**src/eeprom_pkg.sv**
```systemverilog
// Overview of operation
// RULE1: mode 00 erase+write, 01 erase only, 10 write only, 11 reserved.
// RULE2: mode bits ignore software writes while the program strobe is set.
// RULE3: reset returns mode bits to 00 unless programming is still busy.
// RULE4: ready interrupt needs enable bit and global interrupt flag both set.
// RULE5: enabled ready interrupt is a level, asserted while program strobe clear.
// RULE6: strobe set within four cycles of master enable starts programming.
// RULE7: strobe set with master enable clear starts nothing.
// RULE8: master enable clears itself four clock cycles after being written one.
// RULE9: software polls strobe and flash busy, arms master enable, then strobes.
// RULE10: no array programming may start while flash self-programming is active.
// RULE11: hardware clears the program strobe when programming time elapses.
// RULE12: setting the program strobe stalls the cpu for two cycles.
// RULE13: read strobe fetches the addressed byte into the data register at once; the code loads it two clock edges after the strobe write.
// RULE14: a read stalls the cpu for four cycles.
// RULE15: while programming, reads are refused and the address is locked.
// RULE16: programming time counts oscillator ticks, 26368 for a full write.
// RULE17: software should hold interrupts off across the write sequence.
// RULE18: software should wait for strobe clear before reading.
// RULE19: address is twelve bits, upper four bits of high byte read zero.
// RULE20: data register feeds writes and receives read results.
// RULE21: control bits 7 and 6 read zero and ignore writes.
// RULE22: reserved mode 11 starts nothing and leaves the strobe clear.
package eeprom_pkg;

    localparam int ADDR_W = 12;
    localparam int DATA_W = 8;
    localparam int IO_AW  = 2;

    // io offsets of the four byte registers
    localparam logic [IO_AW-1:0] OFS_CONTROL = 2'h0;
    localparam logic [IO_AW-1:0] OFS_DATA    = 2'h1;
    localparam logic [IO_AW-1:0] OFS_ADDR_LO = 2'h2;
    localparam logic [IO_AW-1:0] OFS_ADDR_HI = 2'h3;

    // control register fields
    localparam int BIT_READ_STROBE    = 0;
    localparam int BIT_PROGRAM_STROBE = 1;
    localparam int BIT_MASTER_ENABLE  = 2;
    localparam int BIT_READY_IRQ_EN   = 3;
    localparam int BIT_MODE_LO        = 4;
    localparam int BIT_MODE_HI        = 5;
    localparam int ADDR_HI_BITS       = ADDR_W - DATA_W;

    localparam logic [1:0] MODE_ATOMIC   = 2'h0;
    localparam logic [1:0] MODE_ERASE    = 2'h1;
    localparam logic [1:0] MODE_WRITE    = 2'h2;
    localparam logic [1:0] MODE_RESERVED = 2'h3;

    localparam logic [1:0]        MODE_RESET = 2'h0;
    localparam logic [DATA_W-1:0] DATA_RESET = 8'h00;
    localparam logic [ADDR_W-1:0] ADDR_RESET = 12'h000;

    // cpu clock cycles
    localparam logic [2:0] MASTER_WINDOW = 3'h4;
    localparam logic [2:0] PROG_STALL    = 3'h2;
    localparam logic [2:0] READ_STALL    = 3'h4;

    // programming time in milliseconds and in oscillator ticks
    localparam real ATOMIC_TIME_MS   = 3.4;
    localparam real SPLIT_TIME_MS    = 1.8;
    localparam real WRITE_TYP_MS     = 3.3;
    localparam int  WRITE_OSC_CYCLES = 26368;
    localparam int  ATOMIC_OSC_CYCLES = WRITE_OSC_CYCLES;
    localparam int  SPLIT_OSC_CYCLES =
        int'($ceil(SPLIT_TIME_MS * real'(WRITE_OSC_CYCLES) / WRITE_TYP_MS));
    localparam int  TICK_W = 15;

    typedef enum logic {
        PS_IDLE = 1'b0,
        PS_BUSY = 1'b1
    } prog_state_t;

endpackage : eeprom_pkg

```
**src/nvm_prog_timer.sv**
```systemverilog
`timescale 1ns/1ps
module nvm_prog_timer #(
    parameter int TICK_W       = eeprom_pkg::TICK_W,
    parameter int ATOMIC_TICKS = eeprom_pkg::ATOMIC_OSC_CYCLES,
    parameter int SPLIT_TICKS  = eeprom_pkg::SPLIT_OSC_CYCLES
) (
    input  wire logic sys_clk,
    input  wire logic por,
    input  wire logic ce,
    input  wire logic start,
    input  wire logic atomic,
    input  wire logic rc_tick,
    output logic      done
);

    logic [TICK_W-1:0] remaining;
    logic [TICK_W-1:0] next_remaining;
    logic              running;
    wire  logic        last_tick;

    // only power-on clears it: a cpu reset must not cut programming short
    assign last_tick = running && rc_tick && (remaining == TICK_W'(1));

    always_comb begin
        next_remaining = remaining;
        if (start) begin
            next_remaining = atomic ? TICK_W'(ATOMIC_TICKS)
                                    : TICK_W'(SPLIT_TICKS); // RULE16
        end else if (running && rc_tick) begin
            next_remaining = remaining - TICK_W'(1);
        end
    end

    always_ff @(posedge sys_clk) begin
        if (por) begin
            remaining <= '0;
            running   <= 1'b0;
            done      <= 1'b0;
        end else if (ce) begin
            remaining <= next_remaining;
            running   <= start || (running && !last_tick);
            done      <= last_tick;
        end
    end

endmodule : nvm_prog_timer

```
**src/eeprom_access_control.sv**
```systemverilog
`timescale 1ns/1ps
module eeprom_access_control #(
    parameter int ATOMIC_TICKS = eeprom_pkg::ATOMIC_OSC_CYCLES,
    parameter int SPLIT_TICKS  = eeprom_pkg::SPLIT_OSC_CYCLES
) (
    input  wire logic                          sys_clk,
    input  wire logic                          rst,
    input  wire logic                          por,
    input  wire logic                          ce,
    input  wire logic [eeprom_pkg::IO_AW-1:0]  io_addr,
    input  wire logic                          io_wr,
    input  wire logic                          io_rd,
    input  wire logic [eeprom_pkg::DATA_W-1:0] io_wdata,
    output logic      [eeprom_pkg::DATA_W-1:0] io_rdata,
    input  wire logic                          global_irq_flag,
    input  wire logic                          self_program_enable,
    input  wire logic                          rc_tick,
    output logic      [eeprom_pkg::ADDR_W-1:0] arr_addr,
    output logic      [eeprom_pkg::DATA_W-1:0] arr_wdata,
    input  wire logic [eeprom_pkg::DATA_W-1:0] arr_rdata,
    output logic                               arr_read,
    output logic                               arr_erase,
    output logic                               arr_write,
    output logic                               ready_irq,
    output logic                               cpu_stall
);

    eeprom_pkg::prog_state_t state;
    eeprom_pkg::prog_state_t next_state;

    logic [1:0]                    program_mode;
    logic [1:0]                    next_program_mode;
    logic                          ready_irq_enable;
    logic                          master_program_enable;
    logic [2:0]                    master_count;
    logic [2:0]                    stall_count;
    logic [2:0]                    next_stall_count;
    logic [eeprom_pkg::ADDR_W-1:0] nvm_address_reg;
    logic [eeprom_pkg::DATA_W-1:0] nvm_data_reg;
    logic [eeprom_pkg::DATA_W-1:0] read_mux;
    logic                          prog_done;

    wire logic program_strobe;
    wire logic wr_control;
    wire logic wr_data;
    wire logic wr_addr_lo;
    wire logic wr_addr_hi;
    wire logic req_program;
    wire logic req_read;
    wire logic req_master;
    wire logic start_go;
    wire logic read_go;
    wire logic mode_atomic;

    // register decode
    assign wr_control = io_wr && (io_addr == eeprom_pkg::OFS_CONTROL);
    assign wr_data    = io_wr && (io_addr == eeprom_pkg::OFS_DATA);
    assign wr_addr_lo = io_wr && (io_addr == eeprom_pkg::OFS_ADDR_LO);
    assign wr_addr_hi = io_wr && (io_addr == eeprom_pkg::OFS_ADDR_HI);

    assign req_program = wr_control
                         && io_wdata[eeprom_pkg::BIT_PROGRAM_STROBE];
    assign req_read    = wr_control && io_wdata[eeprom_pkg::BIT_READ_STROBE];
    assign req_master  = wr_control
                         && io_wdata[eeprom_pkg::BIT_MASTER_ENABLE];

    assign program_strobe = (state == eeprom_pkg::PS_BUSY);

    // mode written alongside the strobe counts for the same write
    always_comb begin
        next_program_mode = program_mode;
        if (wr_control && !program_strobe) begin // RULE2
            next_program_mode = {io_wdata[eeprom_pkg::BIT_MODE_HI],
                                 io_wdata[eeprom_pkg::BIT_MODE_LO]};
        end
    end

    // master enable must already be armed before the strobe write
    // a write during cpu reset must not start the free-running timer
    assign start_go = req_program
                      && !rst
                      && master_program_enable // RULE6 RULE7
                      && !program_strobe
                      && !self_program_enable // RULE10
                      && (next_program_mode
                          != eeprom_pkg::MODE_RESERVED); // RULE22 RULE1

    // a strobe and read in one write: the program start wins
    assign read_go = req_read
                     && !program_strobe // RULE15
                     && !start_go;

    assign mode_atomic = (program_mode == eeprom_pkg::MODE_ATOMIC);

    nvm_prog_timer #(
        .TICK_W       (eeprom_pkg::TICK_W),
        .ATOMIC_TICKS (ATOMIC_TICKS),
        .SPLIT_TICKS  (SPLIT_TICKS)
    ) u_timer (
        .sys_clk (sys_clk),
        .por     (por),
        .ce      (ce),
        .start   (start_go),
        .atomic  (next_program_mode == eeprom_pkg::MODE_ATOMIC),
        .rc_tick (rc_tick),
        .done    (prog_done)
    );

    always_comb begin
        next_state = state;
        unique case (state)
            eeprom_pkg::PS_IDLE: begin
                if (start_go) begin
                    next_state = eeprom_pkg::PS_BUSY;
                end
            end
            eeprom_pkg::PS_BUSY: begin
                if (prog_done) begin
                    next_state = eeprom_pkg::PS_IDLE; // RULE11
                end
            end
        endcase
    end

    // a cpu reset lets a running program cycle finish
    always_ff @(posedge sys_clk) begin
        if (por) begin
            state <= eeprom_pkg::PS_IDLE;
        end else if (rst) begin
            state <= prog_done ? eeprom_pkg::PS_IDLE : state;
        end else if (ce) begin
            state <= next_state;
        end
    end

    always_ff @(posedge sys_clk) begin
        if (por) begin
            program_mode <= eeprom_pkg::MODE_RESET;
        end else if (rst) begin
            if (!program_strobe) begin
                program_mode <= eeprom_pkg::MODE_RESET; // RULE3
            end
        end else if (ce) begin
            program_mode <= next_program_mode; // RULE1
        end
    end

    always_ff @(posedge sys_clk) begin
        if (por || rst) begin
            ready_irq_enable <= 1'b0;
        end else if (ce && wr_control) begin
            ready_irq_enable <= io_wdata[eeprom_pkg::BIT_READY_IRQ_EN];
        end
    end

    // master enable: armed by software, dropped after a fixed window
    always_ff @(posedge sys_clk) begin
        if (por || rst) begin
            master_program_enable <= 1'b0;
            master_count          <= 3'h0;
        end else if (ce) begin
            if (req_master) begin
                master_program_enable <= 1'b1;
                master_count          <= eeprom_pkg::MASTER_WINDOW;
            end else if (wr_control) begin
                master_program_enable <= 1'b0;
                master_count          <= 3'h0;
            end else if (master_count == 3'h1) begin
                master_program_enable <= 1'b0; // RULE8
                master_count          <= 3'h0;
            end else if (master_count != 3'h0) begin
                master_count <= master_count - 3'h1;
            end
        end
    end

    // cpu halt counter
    always_comb begin
        next_stall_count = stall_count;
        if (start_go) begin
            next_stall_count = eeprom_pkg::PROG_STALL; // RULE12
        end else if (read_go) begin
            next_stall_count = eeprom_pkg::READ_STALL; // RULE14
        end else if (stall_count != 3'h0) begin
            next_stall_count = stall_count - 3'h1;
        end
    end

    always_ff @(posedge sys_clk) begin
        if (por || rst) begin
            stall_count <= 3'h0;
        end else if (ce) begin
            stall_count <= next_stall_count;
        end
    end

    assign cpu_stall = (stall_count != 3'h0);

    // address is frozen while programming so the target cannot move
    always_ff @(posedge sys_clk) begin
        if (por) begin
            nvm_address_reg <= eeprom_pkg::ADDR_RESET;
        end else if (rst) begin
            if (!program_strobe) begin
                nvm_address_reg <= eeprom_pkg::ADDR_RESET;
            end
        end else if (ce && !program_strobe) begin // RULE15
            if (wr_addr_lo) begin
                nvm_address_reg[eeprom_pkg::DATA_W-1:0] <= io_wdata;
            end else if (wr_addr_hi) begin
                nvm_address_reg[eeprom_pkg::ADDR_W-1:eeprom_pkg::DATA_W] <=
                    io_wdata[eeprom_pkg::ADDR_HI_BITS-1:0]; // RULE19
            end
        end
    end

    // read pulse goes out one cycle after the strobe write
    always_ff @(posedge sys_clk) begin
        if (por || rst) begin
            arr_read <= 1'b0;
        end else if (ce) begin
            arr_read <= read_go; // RULE13
        end
    end

    always_ff @(posedge sys_clk) begin
        if (por || rst) begin
            nvm_data_reg <= eeprom_pkg::DATA_RESET;
        end else if (ce) begin
            if (arr_read) begin
                nvm_data_reg <= arr_rdata; // RULE13 RULE20
            end else if (wr_data) begin
                nvm_data_reg <= io_wdata;
            end
        end
    end

    // write data is latched at start; later data writes do not disturb it
    always_ff @(posedge sys_clk) begin
        if (por) begin
            arr_wdata <= eeprom_pkg::DATA_RESET;
        end else if (ce && start_go) begin
            arr_wdata <= nvm_data_reg; // RULE20
        end
    end

    assign arr_addr  = nvm_address_reg;
    assign arr_erase = program_strobe
                       && (mode_atomic
                           || program_mode == eeprom_pkg::MODE_ERASE);
    assign arr_write = program_strobe
                       && (mode_atomic
                           || program_mode == eeprom_pkg::MODE_WRITE);

    assign ready_irq = ready_irq_enable && global_irq_flag // RULE4
                       && !program_strobe; // RULE5

    // read strobe always reads back zero: it is never stored; the data lands two edges later, under the cpu stall
    always_comb begin
        read_mux = '0;
        unique case (io_addr)
            eeprom_pkg::OFS_CONTROL: begin
                read_mux[eeprom_pkg::BIT_MODE_HI]        = program_mode[1];
                read_mux[eeprom_pkg::BIT_MODE_LO]        = program_mode[0];
                read_mux[eeprom_pkg::BIT_READY_IRQ_EN]   = ready_irq_enable;
                read_mux[eeprom_pkg::BIT_MASTER_ENABLE]  =
                    master_program_enable;
                read_mux[eeprom_pkg::BIT_PROGRAM_STROBE] = program_strobe;
            end
            eeprom_pkg::OFS_DATA: begin
                read_mux = nvm_data_reg;
            end
            eeprom_pkg::OFS_ADDR_LO: begin
                read_mux = nvm_address_reg[eeprom_pkg::DATA_W-1:0];
            end
            eeprom_pkg::OFS_ADDR_HI: begin
                read_mux[eeprom_pkg::ADDR_HI_BITS-1:0] =
                    nvm_address_reg[eeprom_pkg::ADDR_W-1:eeprom_pkg::DATA_W];
            end
        endcase
    end
    // control bits 7..6 never get a value above, so they read zero RULE21

    always_ff @(posedge sys_clk) begin
        if (por || rst) begin
            io_rdata <= '0;
        end else if (ce && io_rd) begin
            io_rdata <= read_mux;
        end
    end

endmodule : eeprom_access_control

```
**config.mk**
```make
export PLATFORM = sky130hd
export DESIGN_NAME = eeprom_access_control
export DESIGN_NICKNAME = d
export VERILOG_FILES = /design/src/eeprom_pkg.sv /design/src/nvm_prog_timer.sv /design/src/eeprom_access_control.sv
export SDC_FILE = /design/constraint.sdc
export NUM_CORES = 1
export LEC_CHECK = 0
export BUFFER_PORTS_ARGS = -buffer_cell sky130_fd_sc_hd__buf_2
export CAP_MARGIN = 40
export CORE_ASPECT_RATIO = 1.25
export CORE_MARGIN = 2
export CORE_UTILIZATION = 50
export CTS_CLUSTER_SIZE = 20
export DETAILED_ROUTE_END_ITERATION = 10
export GPL_TIMING_DRIVEN = 0
export PLACE_DENSITY = 0.71
export SETUP_SLACK_MARGIN = 0.2
export SLEW_MARGIN = 25
export SYNTH_ARGS = -nofsm -noshare
export SYNTH_HDL_FRONTEND = slang
export SYNTH_SLANG_ARGS = --single-unit
```
**constraint.sdc**
```tcl
create_clock -name sys_clk -period 2.8 [get_ports sys_clk]
set_clock_uncertainty 0.1 [all_clocks]
set_input_delay 0.56 -clock sys_clk [delete_from_list [all_inputs] [get_ports sys_clk]]
set_output_delay 0.56 -clock sys_clk [all_outputs]
set_load 0.05 [all_outputs]
```
== Word level (Yosys, flattened, before mapping) ==
Cells that the tools add are included.

* Word-level logic and storage cells: 123
* Register bits: 65
* Output and inout bits: 33
* Input port bits: 27

* Mux-type cells: 35
* Equal/unequal tests: 11
* Reductions and logical operators: 58
* $add $sub $neg: 3
* Bitwise logic cells: 1

{| class="wikitable"
|+ Operator list
! kind !! number
|-
| 15-bit two-way mux || 3
|-
| 12-bit two-way mux || 3
|-
| 1-bit logical AND || 26
|-
| 8-bit two-way mux || 3
|-
| 3-bit two-way mux || 7
|-
| 15-bit by 1-bit equality test with 1-bit output, second input constant || 1
|-
| 15-bit by 1-bit subtractor with 15-bit output, second input constant || 1
|-
| 2-bit AND reduction || 7
|-
| 3-bit case mux with 4 select lines || 1
|-
| 2-bit nonzero test || 6
|-
| 3-bit nonzero test || 4
|-
| 1-bit two-way mux || 8
|-
| 2-bit two-way mux || 4
|-
| 4-bit two-way mux || 2
|-
| 2-bit equality test, second input constant || 3
|-
| 2-bit logical NOT || 3
|-
| 2-bit != test, second input constant || 3
|-
| 2-bit case mux with 3 select lines || 1
|-
| 3-bit by 1-bit subtractor with 3-bit output, second input constant || 2
|-
| 1-bit logical NOT || 5
|-
| 2-bit by 1-bit equality test with 1-bit output, second input constant || 2
|-
| 1-bit logical OR || 4
|-
| 2-bit case mux with 2 select lines || 1
|-
| 4-bit AND reduction || 1
|-
| 7 further kinds || 7
|}

== Longest topological paths before layout ==
Gate-level depths: netlist (run 1).

* Word-level depth: 12
* Mapped depth: 8
* Gate-level depth less buffers: 7

== By module ==
From an unflattened synthesis (run 1), not the netlist that was laid out.

* Cells, all modules: 384
* Area total of the unflattened synthesis: 3319.4 µm²

{| class="wikitable"
|+ Modules (own cells, without submodules)
! module !! cells an instance !! seq. area each (µm²) !! times used !! area an instance (µm²)
|-
| eeprom_access_control || 255 || 960.9 || 1 || 2297.2
|-
| nvm_prog_timer || 129 || 340.3 || 1 || 1022.2
|}

== Worst setup path before layout (run 1) ==
Ideal clock, no wire load.

* Kind: input-to-reg
* Start point: input port io_addr[1] (netlist name)
* End point: register nvm_data_reg[5] (netlist name)
* Library setup time: 0.086 ns
* Required time: 2.614 ns
* Path buffers: 2
* Stages on the path: 8
* Slack: 0.702 ns
* Data arrival time: 1.913 ns
* Path through: inv_1 -> ha_1 -> clkbuf_1 -> a21oi_1 -> nor2_1 -> clkbuf_1 -> nor2_1 -> a211oi_1

* Word-level cells in the longest chain between the ends: 4

{| class="wikitable"
|+ RTL lines
! what !! RTL line !! text
|-
| start: declaration || eeprom_access_control.sv:10 || <nowiki>input wire logic [eeprom_pkg::IO_AW-1:0] io_addr,</nowiki>
|-
| 2-bit by 1-bit equality test with 1-bit output || eeprom_access_control.sv:57 || <nowiki>assign wr_data = io_wr && (io_addr == eeprom_pkg::OFS_DATA);</nowiki>
|-
| 1-bit logical AND || eeprom_access_control.sv:57 ||
|-
| 2-bit nonzero test (no source line) || -- ||
|-
| 2-bit AND reduction (no source line) || -- ||
|-
| end signal: assignment || eeprom_access_control.sv:228 || <nowiki>nvm_data_reg <= eeprom_pkg::DATA_RESET;</nowiki>
|-
| end signal: assignment || eeprom_access_control.sv:231 || <nowiki>nvm_data_reg <= arr_rdata;</nowiki>
|-
| end signal: assignment || eeprom_access_control.sv:233 || <nowiki>nvm_data_reg <= io_wdata;</nowiki>
|-
| end: declaration || eeprom_access_control.sv:39 || <nowiki>logic [eeprom_pkg::DATA_W-1:0] nvm_data_reg;</nowiki>
|}

No other way between the ends.
A chain may end at the register's enable or synchronous reset.

== Worst setup path in the final report (run 1) ==
* Start point: input port io_addr[1] (netlist name)
* End point: register nvm_data_reg[6] (netlist name)

The elaborated chain is that of the path after synthesis.

==> results.sh, run 1 <==
export IMPL_worst_pin_slew_ps=897
export IMPL_max_freq_ghz=0.427
export IMPL_yosys_warnings=0
export IMPL_drc=0
export IMPL_syn_avg_cell_area_sq_um=8.69
export IMPL_clk_latency_ps=340
export IMPL_antenna_diode_count=0
export IMPL_crit_chain="buf_2, inv_1, ha_1, clkbuf_1, a21oi_1, nor2_1, clkbuf_1, nor2_1, a211oi_1"
export IMPL_ir_drop_mv=0.408
export IMPL_synth_flop_cell="dfxtp_1"
export IMPL_cp_arrival_ps=2500
export IMPL_regMostFlops="u_timer.remaining"
export IMPL_relSlewSlack_pct=39.7
export IMPL_synth_largest_area_cell="dfxtp_1"
export IMPL_period_minus_slack_ps=2340
export IMPL_rrSetupSlack_ps=600
export IMPL_clk_pin_slew_ps=70
export IMPL_synth_edf_count=0
export IMPL_leakage_nw=1.63
export IMPL_dieArea_sq_mm=0.00739
export IMPL_crit_family="buffers and inverters"
export IMPL_area_delta_synth_final_pct=17.1
export IMPL_root_buffer="clkbuf_8"
export IMPL_routedWlPerCell_um=17.1
export IMPL_post_route_cells_drive_above_1_share_pct=20.1
export IMPL_largest_reg_flops=15
export IMPL_post_cts_buffers=0
export IMPL_cts_tree="done"
export IMPL_clockBufferDepth=2
export IMPL_drt_first_pass_iters=6
export IMPL_die_h_um=95.6
export IMPL_ys_seq_elements=65
export IMPL_cts_resized_gates=0
export IMPL_grt_overflow=0
export IMPL_final_cell_mix="65 x dfxtp_1, 60 x buf_2, 49 x nor2_1"
export IMPL_yosys_top_cells_area="dfxtp_1 39%, mux2i_1 5.7%, nor2_1 5.5%"
export IMPL_instances_no_fill=544
export IMPL_avgViaCountPerCell=5.85
export IMPL_die_w_um=77.3
export IMPL_nNetsFinal=493
export IMPL_dpl_worst_slack_ps=164
export IMPL_num_rows=33
export IMPL_grt_pass1_vias=2951
export IMPL_tns_ps=0
export IMPL_crit_required_ps=2960
export IMPL_syn_nets=426
export IMPL_start_kind="primary input"
export IMPL_drv_slew=0
export IMPL_synth_cells=386
export IMPL_cts_hold_buf=0
export IMPL_grt_max_degree=12
export IMPL_cts_sinks=65
export IMPL_ios=60
export IMPL_place_inst=529
export IMPL_worst_path_buf_inv=4
export IMPL_synth_cell_area_sq_mm=0.00336
export IMPL_routed_wl_mm=9.30
export IMPL_status="complete, no violations"
export IMPL_final_common_cell="dfxtp_1"
export IMPL_crit_slowest_cell="clkbuf_1"
export IMPL_grt_pass1_wl_mm=14.4
export IMPL_place_gp_congestion=0.921
export IMPL_crit_path_max_incr_delay_ps=410
export IMPL_finalPower_mw=1.84
export IMPL_final_setup_worst_slack_ps=459
export IMPL_setup_viol=0
export IMPL_drt_initial_drc_count=255
export IMPL_design_core_area_sq_mm=0.00652
export IMPL_powerDensity_mw_per_mm2=469
export IMPL_h_tree_depth=3
export IMPL_yosysSeqAreaShare_pct=38.8
export IMPL_hpwl_mm=6.80
export IMPL_n_fill_cell=609
export IMPL_async_flop_share_pct=0
export IMPL_io_buffers=56
export IMPL_rsz0062_at_grt="no"
export IMPL_ys_types=65
export IMPL_antenna_found_initial=0
export IMPL_grt_use_total_pct=25.5
export IMPL_crit_path_end_kind="flip-flop"
export IMPL_synth_top_cell_area_share_pct=38.8
export IMPL_numCtsBuffers=9
export IMPL_hold_path_class="reg2reg"
export IMPL_start_util_pct=51.4
export IMPL_path_class="in2reg"
export IMPL_timing_final_crit_share_pct=83.6
export IMPL_worst_path_max_fanout=10
export IMPL_vias=3184
export IMPL_hold_violations=0
export IMPL_detail_route_antenna_nets=0
export IMPL_maxCapViolCount=0
[cell usage after synthesis (all sizes together), types with 2 or more instances]
library cell / instances
dfxtp: 65
nor2: 50
a21oi: 24
clkbuf: 20
inv: 20
mux2i: 19
nand2: 19
o21ai: 17
a22oi: 14
ha: 13
nand3: 12
nor3: 12
a211oi: 10
nor2b: 8
a31oi: 7
o32ai: 7
a222oi: 6
buf: 5
or3: 5
a31o: 3
and3: 3
and3b: 3
nor4: 3
a221oi: 2
a2bb2oi: 2
a41oi: 2
and4: 2
and4b: 2
and4bb: 2
nand4: 2
nand4b: 2
o21a: 2
o31ai: 2
or2: 2
xor2: 2
[worst paths after layout]
| check | from | end | depth (start not counted) |
|---|---|---|---|
| worst min-delay path | master_count[1] | master_count[1] | 2 |
| worst max register to register | u_timer.remaining[0] | u_timer.remaining[6] | 6 |
| worst max-delay path | io_addr[1] | nvm_data_reg[6] | 9 |
| worst min register to register | master_count[1] | master_count[1] | 2 |
[cells by family (layout without fill, tap and decap cells)]
kind of cell               after synthesis  count (layout)  share of synthesized area (%)
buffers and inverters                   45             116                           5.70
xor gates and xnor gates                 3               3                          0.783
AOI/OAI and AO/OA                      106             106                           22.3
adders and majority gates               13              13                           4.85
DFF                                     65              65                           38.8
and+or+nand+nor                        135             135                           21.9
muxes                                   19              19                           5.67
[per-layer routing]
layer | track usage (%) | wire [um] | part of all wire (%)
met4 | 13.2 | 316 | 3.4
met5 | 0 | 0 | 0
met1 | 29.6 | 3870 | 42
met2 | 43.8 | 4570 | 49
met3 | 5.97 | 543 | 5.8
[through the flow]
step                hold slack, ps  util (%)  area [sq um]
floorplan                      332         -          3360
global placement               343      57.4          3740
detailed placement             350      57.4          3740
CTS                            360      60.2          3930
global route                   387      60.2          3930
finish                         358      60.2          3930
[power by group]
| part | switching, mW | internal [mW] | leakage [nW] |
|---|---|---|---|
| logic | 0.0964 | 0.0478 | 1.01 |
| clock network | 0.365 | 0.401 | 0.0909 |
| registers | 0.00493 | 0.929 | 0.524 |
[worst reg2reg max path, stage by stage, from the launching register on]
cell,delay [ps]
dfxtp_1,360
inv_1,90
ha_1,270
or3b_1,440
or3_1,340
or3_1,330
a211oi_2,200
[final cells by class]
type	count	area [sq um]	share of cell area, %
Multi-Input combinational cell	276	1860	47.4
Clock inverter	6	60.1	1.53
Clock buffer	9	124	3.15
Tap cell	87	109	2.77
Sequential cell	65	1300	33.1
Timing Repair Buffer	56	280	7.13
Buffer	25	116	2.96
Inverter	20	75.1	1.91
Note: power is estimated with default switching activity, not from simulation.
==> run 2, diff against run 1 <==
PLACE_DENSITY = 0.74   (was 0.71)
clock period = 2.1 ns   (was 2.8 ns; I/O delays follow)
==> run 2 against run 1 <==
Compared with the run above:
- count of clock-buffer cells in the layout increased by 1
- total power up 38%
- wire length up 2.3%
- final area is 3.5% higher
- clock power up 44%
- sequential cell count is the same
- core utilization grew 2.1 points
- register-to-register slack lost 450 ps
- sequential share of layout area down 0.95 points
- setup slack worse by 310 ps
- critical path depth is 3 lower
- via count increased by 1.9%
==> results.sh, run 2 (synthesis results as in run 1) <==
export IMPL_final_setup_worst_slack_ps=148
export IMPL_ir_drop_mv=0.451
export IMPL_die_h_um=95.6
export IMPL_hold_violations=0
export IMPL_cts_hold_buf=0
export IMPL_busiest_layer="met2"
export IMPL_ios=60
export IMPL_worst_pin_slew_ps=686
export IMPL_relSlewSlack_pct=53.9
export IMPL_hpwl_mm=6.77
export IMPL_status="complete, no violations"
export IMPL_setup_viol=0
export IMPL_grt_use_met2_pct=45.7
export IMPL_cts_sinks=65
export IMPL_timing_final_crit_share_pct=93.0
export IMPL_grt_pass1_vias=3080
export IMPL_grt_overflow=0
export IMPL_hold_path_class="in2reg"
export IMPL_largest_reg_flops=15
export IMPL_leakage_nw=1.68
export IMPL_worst_path_max_fanout=5
export IMPL_grt_use_total_pct=26.3
export IMPL_n_fill_cell=589
export IMPL_cts_tree="done"
export IMPL_grt_use_met1_pct=31.0
export IMPL_clk_latency_ps=350
export IMPL_drt_first_pass_iters=5
export IMPL_design_core_area_sq_mm=0.00652
export IMPL_root_buffer="clkbuf_8"
export IMPL_crit_path_end_kind="flip-flop"
export IMPL_path_class="reg2reg"
export IMPL_dpl_worst_slack_ps=-305
export IMPL_start_util_pct=51.4
export IMPL_antenna_found_initial=0
export IMPL_avgViaCountPerCell=5.93
export IMPL_utilization_pct=62.4
export IMPL_rsz0062_at_grt="yes"
export IMPL_routed_wl_mm=9.52
export IMPL_grt_pass1_wl_mm=15.0
export IMPL_multi_input_area_sq_mm=0.00193
export IMPL_routedWlPerCell_um=17.4
export IMPL_final_common_cell="dfxtp_1"
export IMPL_fin_hold_ws_ps=249
export IMPL_final_cell_mix="61 x dfxtp_1, 56 x buf_2, 48 x nor2_1"
export IMPL_antenna_diode_count=0
export IMPL_maxCapViolCount=0
export IMPL_regMostFlops="u_timer.remaining"
export IMPL_dieArea_sq_mm=0.00739
export IMPL_numCtsBuffers=9
export IMPL_start_kind="flip-flop"
export IMPL_detail_route_antenna_nets=0
export IMPL_cp_arrival_ps=2130
export IMPL_clockBufferDepth=2
export IMPL_h_tree_depth=3
export IMPL_crit_required_ps=2280
export IMPL_powerDensity_mw_per_mm2=626
export IMPL_post_route_cells_drive_above_1_share_pct=25.0
export IMPL_place_gp_congestion=0.953
export IMPL_drc=0
export IMPL_finalPower_mw=2.55
export IMPL_met3_usage_pct=5.40
export IMPL_num_rows=33
export IMPL_period_minus_slack_ps=1950
export IMPL_max_freq_ghz=0.512
export IMPL_die_w_um=77.3
export IMPL_seqCellArea_sq_mm=0.00131
export IMPL_grt_max_degree=13
export IMPL_io_buffers=56
export IMPL_nNetsFinal=495
export IMPL_area_delta_synth_final_pct=21.2
export IMPL_clk_pin_slew_ps=80
export IMPL_drt_initial_drc_count=198
export IMPL_vias=3245
export IMPL_drv_slew=0
-- run 2: changes by cell type in the layout (fill, tap and decap cells not counted), sizes merged --
| cell | change |
|---|---|
| clkinvlp | +1 |
| buf | +2 |
| inv | +1 |
| clkbuf | +1 |
| clkinv | -2 |
-- run 2: through the flow --
stage / std cells / setup TNS [ps] / instance area (sq um)
floorplan: 386 / 0 / 3370
global placement: 529 / -3570 / 3760
detailed placement: 529 / -5000 / 3760
CTS: 547 / 0 / 4020
global route: 547 / 0 / 4070
finish: 547 / 0 / 4070
-- run 2: final timing paths --
path,from,endpoint,slack [ps],depth (start not counted)
worst max register to register,u_timer.remaining[0],u_timer.remaining[6],150,6
worst min-delay path,io_wdata[6],arr_addr[6],250,3
worst min register to register,master_count[1],master_count[1],360,2
worst max-delay path,u_timer.remaining[0],u_timer.remaining[6],150,6
-- run 2: what timing repair did --
item / 4_1_cts / 5_1_grt
endpoints found under the setup margin: 23 / 24
setup buffers: 2 / 0
cloned: 0 / 0
pin swaps: 1 / 1
endpoints found under the hold margin: 0 / 0
resized for setup: 17 / 15
-- run 2: final cells by class --
type / instances / area share, %
Buffer: 25 / 3.17
Clock buffer: 10 / 3.38
Clock inverter: 6 / 1.63
Inverter: 20 / 1.85
Multi-Input combinational cell: 276 / 47.5
Sequential cell: 65 / 32.2
Tap cell: 87 / 2.68
Timing Repair Buffer: 58 / 7.60
-- run 2: layer usage --
layer	vias up	part of all wire, %
met5	-	0
li1	1562	-
met3	26	6.2
met4	0	3.1
met2	137	49
met1	1520	41
-- run 2: power breakdown --
part / internal (mW) / switching [mW] / total [mW]
sequential: 1.24 / 0.00639 / 1.24
clock: 0.582 / 0.522 / 1.10
combinational: 0.0663 / 0.133 / 0.199
-- run 2: critical path, cell delays in order (launching register included) --
cell and delay [ps]:
dfxtp_4 370, inv_2 70, ha_4 130, or3b_4 390
or3_4 330, or3_1 330, a211oi_2 170
